`config.mk`:
```
export PLATFORM = sky130hd
export DESIGN_NAME = eeprom_host
export DESIGN_NICKNAME = d
export VERILOG_FILES = /design/src/include/eeprom_host_pkg.sv /design/src/design/eeprom_host.sv
export SDC_FILE = /design/constraint.sdc
export NUM_CORES = 1
export LEC_CHECK = 0
export BUFFER_PORTS_ARGS = -buffer_cell sky130_fd_sc_hd__buf_2
export CORE_AREA = 8 8 102 104
export CTS_CLUSTER_SIZE = 8
export DETAILED_ROUTE_END_ITERATION = 10
export DIE_AREA = 0 0 110 112
export GPL_TIMING_DRIVEN = 0
export PLACE_DENSITY = 0.82
export RECOVER_POWER = 25
export REMOVE_ABC_BUFFERS = 1
export SETUP_SLACK_MARGIN = 0.4
export SLEW_MARGIN = 20
export SYNTH_ARGS = -nofsm -noshare
export SYNTH_HDL_FRONTEND = slang
export SYNTH_SLANG_ARGS = --single-unit
```
`constraint.sdc`:
```
create_clock -name core_clk -period 2.3 [get_ports core_clk]
set_input_delay 0.23 -clock core_clk [delete_from_list [all_inputs] [get_ports core_clk]]
set_output_delay 0.23 -clock core_clk [all_outputs]
set_load 0.02 [all_outputs]
```
`src/include/eeprom_host_pkg.sv`:
```
// Package: pin timing constants, command and pin carrier types for the EEPROM host
package eeprom_host_pkg;

  localparam int CLK_PERIOD_PS = 4000;

  // Byte write strobe timing
  localparam int WRITE_PULSE_NS    = 150;
  localparam int ADDR_SETUP_NS     = 10;
  localparam int DATA_SETUP_NS     = 100;
  localparam int DATA_HOLD_NS      = 20;
  localparam int OE_SETUP_NS       = 10;
  localparam int POST_WRITE_MS     = 9;
  localparam int POST_WRITE_FRAC_US = 900;
  // Read access
  localparam int READ_ACCESS_NS    = 200;
  localparam int READ_FLOAT_NS     = 60;
  // Chip erase timing
  localparam int ERASE_SETUP_NS    = 500;
  localparam int ERASE_STROBE_MS   = 10;
  localparam int ERASE_ENABLE_US   = 5;
  localparam int ERASE_OUTPUT_US   = 3;
  localparam int ERASE_DATA_HOLD_NS = 100;

  // Millisecond figures overflow 32 bits once taken to picoseconds
  function automatic int ns_cycles(input int ns);
    longint c;
    c = (longint'(ns) * 64'sd1000 + longint'(CLK_PERIOD_PS) - 64'sd1) / longint'(CLK_PERIOD_PS);
    return (c < 64'sd1) ? 1 : int'(c);
  endfunction

  localparam int WRITE_PULSE_CYC   = ns_cycles(WRITE_PULSE_NS);
  localparam int ADDR_SETUP_CYC    = ns_cycles(ADDR_SETUP_NS);
  localparam int DATA_SETUP_CYC    = ns_cycles(DATA_SETUP_NS);
  localparam int DATA_HOLD_CYC     = ns_cycles(DATA_HOLD_NS);
  localparam int OE_SETUP_CYC      = ns_cycles(OE_SETUP_NS);
  localparam int READ_ACCESS_CYC   = ns_cycles(READ_ACCESS_NS);
  localparam int READ_FLOAT_CYC    = ns_cycles(READ_FLOAT_NS);
  localparam int ERASE_SETUP_CYC   = ns_cycles(ERASE_SETUP_NS);
  localparam int ERASE_DATA_HOLD_CYC = ns_cycles(ERASE_DATA_HOLD_NS);
  localparam int ERASE_ENABLE_CYC  = ns_cycles(ERASE_ENABLE_US * 1000);
  localparam int ERASE_OUTPUT_CYC  = ns_cycles((ERASE_ENABLE_US + ERASE_OUTPUT_US) * 1000);
  // Long counts, used as defaults of top parameters
  localparam int POST_WRITE_CYC    =
    ns_cycles(POST_WRITE_MS * 1000000 + POST_WRITE_FRAC_US * 1000);
  localparam int ERASE_STROBE_CYC  = ns_cycles(ERASE_STROBE_MS * 1000000);

  localparam int ADDR_W = 9;
  localparam int DATA_W = 8;

  typedef enum logic [1:0] {
    CMD_READ  = 2'h0,
    CMD_WRITE = 2'h1,
    CMD_ERASE = 2'h2,
    CMD_POLL  = 2'h3
  } cmd_type;

  typedef struct packed {
    logic              chip_enable_n;
    logic              output_enable_n;
    logic              erase_high_voltage_level;
    logic              write_enable_n;
    logic              addr_latch_n;
    logic [ADDR_W-1:0] addr;
    logic [DATA_W-1:0] data_out;
    logic              data_oe;
  } pins_type;

  localparam pins_type PINS_IDLE = '{
    chip_enable_n: 1'b1, output_enable_n: 1'b1, erase_high_voltage_level: 1'b0,
    write_enable_n: 1'b1, addr_latch_n: 1'b1, addr: '0, data_out: '0, data_oe: 1'b0};

endpackage

```
`src/design/eeprom_host.sv`:
```
// Host controller that drives a 512x8 parallel EEPROM through its pins
module eeprom_host
  import eeprom_host_pkg::*;
#(
  parameter int POST_WRITE_CYCLES  = POST_WRITE_CYC,
  parameter int ERASE_STROBE_CYCLES = ERASE_STROBE_CYC
) (
  // Clock and reset
  input  wire logic              core_clk,
  input  wire logic              rst_n,
  // Command port
  input  wire logic              cmd_valid,
  input  wire cmd_type           cmd,
  input  wire logic [ADDR_W-1:0] cmd_addr,
  input  wire logic [DATA_W-1:0] cmd_data,
  output      logic              cmd_ready,
  output      logic              rsp_valid,
  output      logic [DATA_W-1:0] rsp_data,
  output      logic              poll_done,
  // Power transition hold request
  input  wire logic              power_unstable,
  // Device pins
  output      pins_type          pins,
  input  wire logic [DATA_W-1:0] data_in
);

  typedef enum logic [3:0] {
    ST_IDLE       = 4'h0,
    ST_RD_SETUP   = 4'h1,
    ST_RD_ACCESS  = 4'h2,
    ST_RD_FLOAT   = 4'h3,
    ST_WR_SETUP   = 4'h4,
    ST_WR_PULSE   = 4'h5,
    ST_WR_HOLD    = 4'h6,
    ST_WR_RECOVER = 4'h7,
    ST_ER_SETUP   = 4'h8,
    ST_ER_STROBE  = 4'h9,
    ST_ER_ENABLE  = 4'hA,
    ST_ER_OUTPUT  = 4'hB
  } state_type;

  typedef struct packed {
    state_type         state;
    logic [31:0]       count;
    logic              polling;
    logic [DATA_W-1:0] last_data;
    logic              cmd_ready;
    logic              rsp_valid;
    logic [DATA_W-1:0] rsp_data;
    logic              poll_done;
    pins_type          pins;
  } host_type;

  host_type r;
  host_type next_r;

  function automatic logic expired(input logic [31:0] count, input int cycles);
    return count >= 32'(cycles - 1);
  endfunction

  always_comb begin
    next_r           = r;
    next_r.count     = r.count + 32'h1;
    next_r.rsp_valid = 1'b0;
    next_r.poll_done = 1'b0;
    next_r.cmd_ready = 1'b0;
    case (r.state)
      ST_IDLE: begin
        next_r.count = '0;
        // Write enable held high while idle keeps writes inhibited
        next_r.pins = PINS_IDLE;
        if (cmd_valid && r.cmd_ready && !power_unstable) begin
          next_r.pins.chip_enable_n = 1'b0;
          next_r.pins.addr          = cmd_addr;
          next_r.polling            = (cmd == CMD_POLL);
          case (cmd)
            CMD_WRITE: begin
              next_r.pins.data_out = cmd_data;
              next_r.pins.data_oe  = 1'b1;
              next_r.last_data     = cmd_data;
              next_r.state         = ST_WR_SETUP;
            end
            CMD_ERASE: begin
              next_r.pins.erase_high_voltage_level = 1'b1;
              next_r.pins.data_out = '1;
              next_r.pins.data_oe  = 1'b1;
              next_r.state         = ST_ER_SETUP;
            end
            default: begin
              // Strobe pulsed low to latch the read address
              next_r.pins.addr_latch_n    = 1'b0;
              next_r.pins.output_enable_n = 1'b0;
              next_r.state                = ST_RD_SETUP;
            end
          endcase
        end else begin
          next_r.cmd_ready = !power_unstable;
        end
      end
      ST_RD_SETUP: begin
        next_r.pins.addr_latch_n = 1'b1;
        next_r.count = '0;
        next_r.state = ST_RD_ACCESS;
      end
      ST_RD_ACCESS: begin
        if (expired(r.count, READ_ACCESS_CYC)) begin
          next_r.rsp_valid = 1'b1;
          next_r.rsp_data  = data_in;
          // Bit seven matches once the internal write has finished
          next_r.poll_done = r.polling && (data_in[7] == r.last_data[7]);
          next_r.pins.output_enable_n = 1'b1;
          next_r.pins.chip_enable_n   = 1'b1;
          next_r.count = '0;
          next_r.state = ST_RD_FLOAT;
        end
      end
      ST_RD_FLOAT: begin
        // Let the device release the bus before we may drive it
        if (expired(r.count, READ_FLOAT_CYC)) begin
          next_r.state = ST_IDLE;
        end
      end
      ST_WR_SETUP: begin
        if (expired(r.count, OE_SETUP_CYC > ADDR_SETUP_CYC ? OE_SETUP_CYC : ADDR_SETUP_CYC)) begin
          next_r.pins.write_enable_n = 1'b0;
          next_r.count = '0;
          next_r.state = ST_WR_PULSE;
        end
      end
      ST_WR_PULSE: begin
        // Full width pulse, well above the noise filter
        if (expired(r.count, WRITE_PULSE_CYC > DATA_SETUP_CYC ? WRITE_PULSE_CYC
                                                            : DATA_SETUP_CYC)) begin
          next_r.pins.write_enable_n = 1'b1;
          next_r.count = '0;
          next_r.state = ST_WR_HOLD;
        end
      end
      ST_WR_HOLD: begin
        if (expired(r.count, DATA_HOLD_CYC)) begin
          next_r.pins.chip_enable_n = 1'b1;
          next_r.pins.data_oe       = 1'b0;
          next_r.rsp_valid          = 1'b1;
          next_r.count = '0;
          next_r.state = ST_WR_RECOVER;
        end
      end
      ST_WR_RECOVER: begin
        // Strobes stay high while the device runs its own erase/program
        if (expired(r.count, POST_WRITE_CYCLES)) begin
          next_r.state = ST_IDLE;
        end
      end
      ST_ER_SETUP: begin
        if (expired(r.count, ERASE_SETUP_CYC)) begin
          next_r.pins.write_enable_n = 1'b0;
          next_r.count = '0;
          next_r.state = ST_ER_STROBE;
        end
      end
      ST_ER_STROBE: begin
        if (expired(r.count, ERASE_STROBE_CYCLES)) begin
          next_r.pins.write_enable_n = 1'b1;
          next_r.count = '0;
          next_r.state = ST_ER_ENABLE;
        end
      end
      ST_ER_ENABLE: begin
        if (r.count == 32'(ERASE_DATA_HOLD_CYC)) begin
          next_r.pins.data_oe = 1'b0;
        end
        if (expired(r.count, ERASE_ENABLE_CYC)) begin
          next_r.pins.chip_enable_n = 1'b1;
          next_r.state = ST_ER_OUTPUT;
        end
      end
      ST_ER_OUTPUT: begin
        if (expired(r.count, ERASE_OUTPUT_CYC)) begin
          next_r.pins.erase_high_voltage_level = 1'b0;
          next_r.rsp_valid = 1'b1;
          next_r.state     = ST_IDLE;
        end
      end
      default: begin
        next_r = '0;
        next_r.state = ST_IDLE;
        next_r.pins  = PINS_IDLE;
      end
    endcase
  end

  always_ff @(posedge core_clk or negedge rst_n) begin
    if (!rst_n) begin
      r       <= '0;
      r.state <= ST_IDLE;
      r.pins  <= PINS_IDLE;
    end else begin
      r <= next_r;
    end
  end

  assign cmd_ready = r.cmd_ready;
  assign rsp_valid = r.rsp_valid;
  assign rsp_data  = r.rsp_data;
  assign poll_done = r.poll_done;
  assign pins      = r.pins;

endmodule

```
Yosys cells after proc, flatten, opt, wreduce, memory -nomap -nowiden:

Index checks and enable logic that the tools add are counted.

* register bits after elaboration: 79
* word-level logic and storage cells: 131
* output and inout bits: 34
* input port bits: 31

* mux-type cells: 44
* eq/ne operators: 29
* add/sub/neg operators: 1
* bitwise operators: 7
* reduce and logical (&&, ||, !) cells: 24
* order comparisons: 10

Operator list (number)
* 32-bit case mux with 7 select lines: 1
* 36-bit two-way mux: 6
* 32-bit by 11-bit >= comparator with 1-bit output, second input constant: 2
* 32-bit by 22-bit >= comparator with 1-bit output, second input constant: 2
* 32-bit by 6-bit >= comparator with 1-bit output, second input constant: 2
* 4-bit case mux with 12 select lines: 1
* 9-bit case mux with 2 select lines: 2
* 17-bit case mux with 2 select lines: 1
* 32-bit by 1-bit adder with 32-bit output, second input constant: 1
* 32-bit by 5-bit equality test with 1-bit output, second input constant: 1
* 32-bit by 2-bit >= comparator with 1-bit output, second input constant: 1
* 32-bit by 3-bit >= comparator with 1-bit output, second input constant: 1
* 32-bit by 4-bit >= comparator with 1-bit output, second input constant: 1
* 32-bit by 7-bit >= comparator with 1-bit output, second input constant: 1
* 10-bit OR reduction: 3
* 2-bit != test, second input constant: 12
* 11-bit OR reduction: 2
* 4-bit two-way mux: 5
* 10-bit case mux with 2 select lines: 1
* 19-bit two-way mux: 1
* 4-bit by 3-bit equality test with 1-bit output, second input constant: 4
* 4-bit equality test, second input constant: 4
* 1-bit two-way mux: 14
* 12-bit two-way mux: 1
* other kinds (28): 45

Depth between registers and ports, before layout:

Gate-level depths: netlist of the first run.

* depth in word-level cells: 5
* depth in mapped cells: 11
* gate-level depth less buffers: 9

Worst setup path before layout of the first run:

No wires, ideal clock.

* path type: register -> register
* start: reg r[44] in the netlist's numbering
* end: reg r[75] in the netlist's numbering
* clock period less this slack: 2.431 ns
* cell stages (with the launch flop): 10
* arrival: 2.306 ns
* library setup time: 0.125 ns
* path slack: -0.131 ns
* required time: 2.175 ns
* buffers on the path: 0
* cells stage by stage: dfrtp_1 inv_1 ha_1 nand2b_1 a211o_1 a2111oi_0 nor3_1 o21ai_2 nor4_4 mux2_4

* word-level cells in the longest chain between the ends: 3
* elaborated cells between the ends (all ways): 21
* classes of those cells: order compare (10); eq/ne (10); reduce/logical (1)

Ends and longest elaborated chain
* from (decl): line eeprom_host.sv:54 `host_type r;`
* from (signal assigned): line eeprom_host.sv:198 `r <= next_r;`
* 32-bit by 11-bit >= comparator with 1-bit output (tied with other cells): line eeprom_host.sv:58 `return count >= 32'(cycles - 1);`
* 2-bit != test (no source line)
* 11-bit AND reduction (no source line) *

Mark *: on every way between the ends. The rest lies on a longest branch, timed or not.
A chain may end at the register's enable or synchronous reset.

Worst setup path in the final report of the first run:

* start: reg r[56] in the netlist's numbering
* end: reg r[75] in the netlist's numbering

Same word-level chain as after synthesis.

==> flow_summary_export.csv, run 1 <==
group,metric,value,unit
route,drc_errors,0,
logic_synthesis,synth_edf_count,0,
timing,relSlewSlack,-3.31,%
logic_synthesis,yosys.area_share.adder,3.49,%
power,intPower,3.88,mW
logic_synthesis,synth_common_cells,"dfrtp_1, nor2_1, nand2_1",
route,vias,3986,
logic_synthesis,synth_top_area_cell,"dfrtp_1",
grt,grt_pass1_vias,3991,
final_layout,drive_gt1_share,43.3,%
logic_synthesis,seq_area_frac_synth,42.0,%
worst_setup_path,cp_num_buf_inv,0,
route,final_antenna_net_count,0,
logic_synthesis,synth_xor_area_share,6.11,%
route,drt-wirelength-per-cell,19.7,um
final_layout,nets,595,
logic_synthesis,synthesis.area,0.00430,mm2
floorplan,design.core.area,0.00889,mm2
timing,worst_pin_slew,1550,ps
clock_tree,clockBufferDepth,2,
power,powerDensity,1130,mW/mm2
worst_setup_path,crit_slowest_cell,"dfrtp_1",
floorplan,die_x,110,um
worst_setup_path,worstPathCellList,"nor3_2 -> nand4_1 -> nand2b_4 -> or3_4 -> a31oi_2 -> o2111ai_1 -> mux2_4",
worst_setup_path,start_kind,"flop",
timing,rsz0062_at_grt,"yes",
clock_tree,cts.htree.levels,3,
placement,gp_congestion,0.877,
timing,worst_slack,-181,ps
placement,pre_cts_ws,-758,ps
grt,gr-usage-all-layers,19.8,%
placement,io_buffers,64,
logic_synthesis,yosysMostFrequentCell,"dfrtp_1",
power,p_seq_share,23.4,%
power,ir_drop,0.705,mV
floorplan,num_rows,35,
outcome,failed_checks,"max-capacitance violations, max-slew violations, negative setup slack",
clock_tree,cts_tree,"done",
placement,placed_area,0.00449,mm2
power,p_comb_share,58.6,%
worst_setup_path,arrival,2740,ps
logic_synthesis,synth_cells,480,
power,p_leak,2.54,nW
worst_setup_path,critPathKind,"flop to flop",
outcome,outcome,"complete, but fails checks",
job,maxCapViolCount,1,
placement,dp_hpwl,7200,um
logic_synthesis,synth-compound-area-share,14.8,%
final_layout,syn_to_final_growth,35.8,%
logic_synthesis,synth_top_family_by_area,"simple AND/OR/NAND/NOR gates",
floorplan,io-pin-count,65,
route,drtIter0Drc,383,
clock_tree,clock_latency,380,ps
final_layout,fin_area,0.00584,mm2
worst_setup_path,cp_slowest_stage_delay,470,ps
logic_synthesis,yosys_register_bits,72,
grt,grt_pass1_wl,19500,um
power,power.total,6.61,mW
grt,antenna_found_initial,0,
final_layout,antennaDiodeCount,0,
worst_setup_path,cp_top_family,"simple AND/OR/NAND/NOR gates",
clock_tree,clk_pin_slew,90,ps
logic_synthesis,synthArstFlopShare,100,%
logic_synthesis,synthMuxAreaShare,1.31,%
route,vias_per_cell,5.97,
logic_synthesis,avgSynthCellArea,8.96,um2
clock_tree,cts-root-buf,"clkbuf_8",
power,switching_share,41.4,%
route,drt_wl_total,13200,um
timing,timing.final.hold_violations,0,
worst_setup_path,worstPathRequired,2560,ps
final_layout,nFillCells,608,
timing,setup_violations,45,
floorplan,die_area,0.0123,mm2
timing,timing.final.crit_share,108,%
floorplan,die_h,112,um
logic_synthesis,ys_warn_count,0,
logic_synthesis,synthTopCellsByArea,"dfrtp_1, buf_4, nor2_1, nand3_1, ha_1",
route,drt-pass1-iter-count,5,
clock_tree,numCtsBuffers,9,
timing,fmax,0.403,GHz
floorplan,start_util,48.4,%
grt,grt_overflow_total,0,
worst_setup_path,crit_fanout,7,
logic_synthesis,synth_cell_types,67,
clock_tree,clock-sinks,72,
grt,grt_max_degree,49,
power,p_switching,2.74,mW
timing,min_period,2480,ps
logic_synthesis,synth_top_area_share,39.6,%
power,clkPwrFrac,18.0,%
timing,finClkSkew,19.5,ps
worst_hold_path,hold_class,"input pin to flop",
logic_synthesis,yosys.area_share.simple,22.3,%
worst_setup_path,crit_path_end_kind,"flop",
timing,slew_violations,25,
logic_synthesis,synthFlopType,"dfrtp_1",
==> layout make-up <==
| type | instances | area, um2 | area share, % |
|---|---|---|---|
| tap | 111 | 139 | 2.38 |
| timing repair buffer | 115 | 898 | 15.4 |
| clock inverter | 7 | 103 | 1.76 |
| inverter | 24 | 92.6 | 1.58 |
| sequential | 72 | 1820 | 31.2 |
| clock buffer | 9 | 124 | 2.12 |
| multi-input combinational | 330 | 2670 | 45.6 |
==> registers in the layout, summed over array words and instances (netlist names) <==
| name | cells |
|---|---|
| cmd_ready | 1 |
| pins | 23 |
| poll_done | 1 |
| r | 38 |
| rsp_data | 8 |
| rsp_valid | 1 |
==> path summary, 6_finish.rpt <==
| check | from | to | slack [ps] | cells past startpoint |
|---|---|---|---|---|
| worst max-delay path | r[56]$_DFF_PN0_ | r[75]$_DFFE_PN0P_ | -180 | 7 |
| worst min-delay path | power_unstable | cmd_ready$_DFF_PN0_ | 30 | 2 |
| worst max register to register | r[56]$_DFF_PN0_ | r[75]$_DFFE_PN0P_ | -180 | 7 |
| worst min register to register | pins[8]$_DFFE_PN0P_ | pins[8]$_DFFE_PN0P_ | 480 | 2 |
| max in group asynchronous | rst_n | r[44]$_DFF_PN0_ | 510 | 2 |
| min in group asynchronous | rst_n | r[61]$_DFF_PN0_ | 750 | 2 |
==> worst reg2reg max path, stage by stage, from the launching register on <==
cell	delay [ps]
dfrtp_1	470
nor3_2	330
nand4_1	270
nand2b_4	240
or3_4	390
a31oi_2	240
o2111ai_1	150
mux2_4	290
==> timing repair <==
item | 4_1_cts | 5_1_grt
setup endpoints to repair | 71 | 71
pin swaps | 27 | 30
endpoints found under the hold margin | 22 | 0
cloned | 3 | 0
buffers inserted | 34 | 11
gates resized for setup | 114 | 53
hold buffers | 1 | 0
==> layer usage <==
layer	part of all wire, %	vias up	wire length, um	track usage (%)
met5	0	-	0	0
met4	5.1	0	668	10.5
met3	8.8	62	1160	5.83
met2	49	214	6470	32.9
met1	37	1929	4880	22.1
li1	-	1781	-	-
==> stage by stage <==
stage | utilization, % | hold WS, ps | TNS (ps) | cells
after floorplan | - | -65.6 | -23660 | 426
after global placement | 49.8 | 401 | -65440 | 601
after detailed placement | 50.5 | 167 | -31090 | 603
after CTS | 62.2 | 35.2 | -221 | 657
after global routing | 65.7 | 25.3 | -8270 | 668
final | 65.7 | 32.0 | -4040 | 668
==> cell usage in the layout, fill, tap and decap left out, types with 4 or more instances in the layout <==
cell	n
dfstp_2	4
nor2_4	33
clkbuf_8	9
ha_1	7
dfrtp_2	12
nand4_1	7
xor2_1	11
buf_4	35
buf_12	6
nor2_1	25
nor3_1	4
nand2_1	33
ha_4	4
xnor2_1	16
nand3_1	29
o21ai_1	6
buf_2	63
o21ai_0	23
a21oi_1	13
a22o_1	9
dfrtp_1	56
buf_16	5
inv_1	20
o21a_1	4
==> power by group through the flow <==
| stage | combinational [mW] | clock, mW | sequential, mW |
|---|---|---|---|
| after global routing | 4.06 | 1.28 | 1.57 |
| after detailed placement | 1.81 | 0 | 1.54 |
| after global placement | 1.58 | 0 | 1.54 |
| final | 3.87 | 1.19 | 1.55 |
| after CTS | 3.13 | 1.18 | 1.53 |
| after floorplan | 1.12 | 0 | 1.58 |
==> cells by family (layout without fill, tap and decap cells) <==
kind of cell    count (synthesis)  count (layout)
simple gates                  189             189
compound gates                 94              94
buf+inv                        78             155
flops                          72              72
xor+xnor                       30              30
fa+ha+maj                      12              12
mux                             5               5
Power figures use the tool's default switching activity.
==> run 2: changes to the inputs <==
--- a/config.mk
+++ b/config.mk
@@ -6,12 +6,12 @@
 export NUM_CORES = 1
 export LEC_CHECK = 0
 export BUFFER_PORTS_ARGS = -buffer_cell sky130_fd_sc_hd__buf_2
-export CORE_AREA = 8 8 102 104
+export CORE_AREA = 8 8 107 109
 export CTS_CLUSTER_SIZE = 8
 export DETAILED_ROUTE_END_ITERATION = 10
-export DIE_AREA = 0 0 110 112
+export DIE_AREA = 0 0 115 117
 export GPL_TIMING_DRIVEN = 0
-export PLACE_DENSITY = 0.82
+export PLACE_DENSITY = 0.76
 export RECOVER_POWER = 25
 export REMOVE_ABC_BUFFERS = 1
 export SETUP_SLACK_MARGIN = 0.4
==> constraint.sdc (replaced) <==
create_clock -name core_clk -period 2.3 [get_ports core_clk]
set_input_delay 0.115 -clock core_clk [delete_from_list [all_inputs] [get_ports core_clk]]
set_output_delay 0.115 -clock core_clk [all_outputs]
set_load 0.02 [all_outputs]
==> run 2 against run 1 <==
Effect of this change:
- the flow still finishes with violations (max-capacitance violations, max-slew violations, negative setup slack)
- setup slack improved by 74 ps
- sequential share of layout area rose by 0.93 points
- routed wire length is 7.2% lower
- global-route usage is 2.4 points lower
- clock skew decreased by 7.2 ps
==> flow_summary_export.csv, run 2 (same netlist as run 1, synthesis figures left out) <==
group,metric,value,unit
outcome,outcome,"complete, but fails checks",
outcome,failed_checks,"max-capacitance violations, max-slew violations, negative setup slack",
worst_setup_path,arrival,2660,ps
timing,rsz0062_at_grt,"yes",
worst_hold_path,hold_class,"input pin to flop",
power,intPower,3.00,mW
route,vias,3967,
worst_setup_path,crit_path_end_kind,"flop",
timing,timing.final.crit_share,105,%
final_layout,layout.cells.most_common,"buf_2",
timing,worst_slack,-107,ps
power,ir_drop,0.600,mV
power,p_comb_share,52.0,%
grt,grt_pass1_wl,18900,um
floorplan,die_area,0.0135,mm2
timing,timing.final.hold_violations,0,
power,p_leak,2.57,nW
timing,setup_violations,36,
power,powerDensity,916,mW/mm2
power,p_seq_share,29.6,%
job,maxCapViolCount,1,
clock_tree,clk_pin_slew,90,ps
final_layout,fin_area,0.00569,mm2
floorplan,num_rows,37,
power,clkPwrFrac,18.4,%
worst_setup_path,critPathKind,"flop to flop",
clock_tree,cts.htree.levels,3,
timing,holdWs,11.3,ps
placement,dp_hpwl,7410,um
final_layout,final_cell_mix,"buf_2, dfrtp_1, nor2_1, buf_4, nand2_1",
grt,grt_pass1_vias,3874,
power,switching_share,42.4,%
final_layout,antennaDiodeCount,0,
grt,antenna_found_initial,0,
final_layout,nets,620,
clock_tree,cts_tree,"done",
clock_tree,cts-root-buf,"clkbuf_8",
floorplan,io-pin-count,65,
final_layout,nFillCells,820,
route,drc_errors,0,
clock_tree,clock_latency,360,ps
floorplan,die_x,115,um
worst_setup_path,crit_fanout,4,
floorplan,die_h,117,um
timing,finClkSkew,12.4,ps
final_layout,largest_reg_flops,38,
worst_setup_path,worstPathRequired,2550,ps
final_layout,top_register,"r",
placement,gp_congestion,0.895,
timing,final.setup.tns,-2030,ps
timing,fmax,0.415,GHz
final_layout,syn_to_final_growth,32.3,%
final_layout,drive_gt1_share,38.3,%
grt,grt_max_degree,43,
route,vias_per_cell,5.53,
timing,slew_violations,32,
placement,placed_area,0.00452,mm2
route,drt-wirelength-per-cell,17.0,um
route,drt-pass1-iter-count,5,
worst_setup_path,start_kind,"flop",
grt,gr-usage-all-layers,17.5,%
power,p_switching,2.21,mW
route,drt_wl_total,12200,um
power,power.total,5.21,mW
route,drtIter0Drc,309,
timing,min_period,2410,ps
floorplan,start_util,43.4,%
route,final_antenna_net_count,0,
grt,grt_overflow_total,0,
clock_tree,numCtsBuffers,9,
timing,worst_pin_slew,1730,ps
placement,io_buffers,64,
timing,relSlewSlack,-15.4,%
floorplan,design.core.area,0.00991,mm2
clock_tree,clockBufferDepth,2,
clock_tree,clock-sinks,72,
-- run 2: cell count changes in the layout (fill, tap and decap cells not counted), moves of 5 or more --
cell           before  now
dfrtp_2            12   17
nor2_4             33    6
dlygate4sd3_1       1   19
dfrtp_1            56   51
nor2_1             25   49
buf_12              6    1
buf_16              5    0
buf_4              35   49
-- run 2: area by class of cell --
type                            count  area, um2  share of cell area (%)
Clock buffer                        9        124                    2.18
Tap cell                          136        170                    2.99
Clock inverter                      7       61.3                    1.08
Timing Repair Buffer              138        971                    17.1
Multi-Input combinational cell    332       2450                    43.0
Inverter                           24       90.1                    1.58
Sequential cell                    72       1830                    32.1
-- run 2: critical path: stages (launching register included) --
cell and delay (ps):
dfrtp_2 440, inv_2 70, ha_2 210, nand2b_1 160, a211o_1 330, a2111oi_4 360
nor3_2 90, o21ai_2 160, buf_4 140, nor4_4 40, mux2_4 310
-- run 2: stage by stage --
stage / worst slack [ps] / util (%) / cells
after global routing: -210 / 57.5 / 718
after global placement: -1780 / 45.0 / 626
after floorplan: -739 / - / 426
after detailed placement: -767 / 45.6 / 628
final: -107 / 57.5 / 718
after CTS: -42.4 / 54.5 / 696
-- run 2: worst paths after layout --
check	startpoint	end	slack [ps]	depth (start not counted)
worst max-delay path	r[44]$_DFF_PN0_	r[75]$_DFFE_PN0P_	-110	10
worst min-delay path	data_in[7]	rsp_data[7]$_DFFE_PN0P_	10	3
worst max register to register	r[44]$_DFF_PN0_	r[75]$_DFFE_PN0P_	-110	10
worst min register to register	pins[5]$_DFFE_PN0P_	pins[5]$_DFFE_PN0P_	490	2
max in group asynchronous	rst_n	pins[19]$_DFFE_PN1P_	400	3
min in group asynchronous	rst_n	rsp_data[6]$_DFFE_PN0P_	750	2
-- run 2: power groups by stage --
stage | clock network [mW] | logic [mW] | registers (mW)
4_1_cts | 0.971 | 2.29 | 1.52
3_5_place_dp | 0 | 1.82 | 1.54
5_1_grt | 1.03 | 2.91 | 1.56
6_report | 0.958 | 2.71 | 1.54
2_1_floorplan | 0 | 1.12 | 1.58
3_3_place_gp | 0 | 1.58 | 1.54
-- run 2: timing repair --
action,4_1_cts,5_1_grt
setup endpoints to repair,71,71
cloned,1,3
endpoints found under the hold margin,47,0
resized for setup,63,43
hold buffers,19,0
pin swaps,18,13
setup buffers,32,19
-- run 2: metal layers --
metal / up-vias / global-route usage [%] / wire, um
met5: - / 0 / 0
met4: 0 / 6.30 / 193
met3: 20 / 3.23 / 709
met2: 134 / 31.1 / 6340
met1: 1979 / 20.6 / 4980
li1: 1834 / - / -
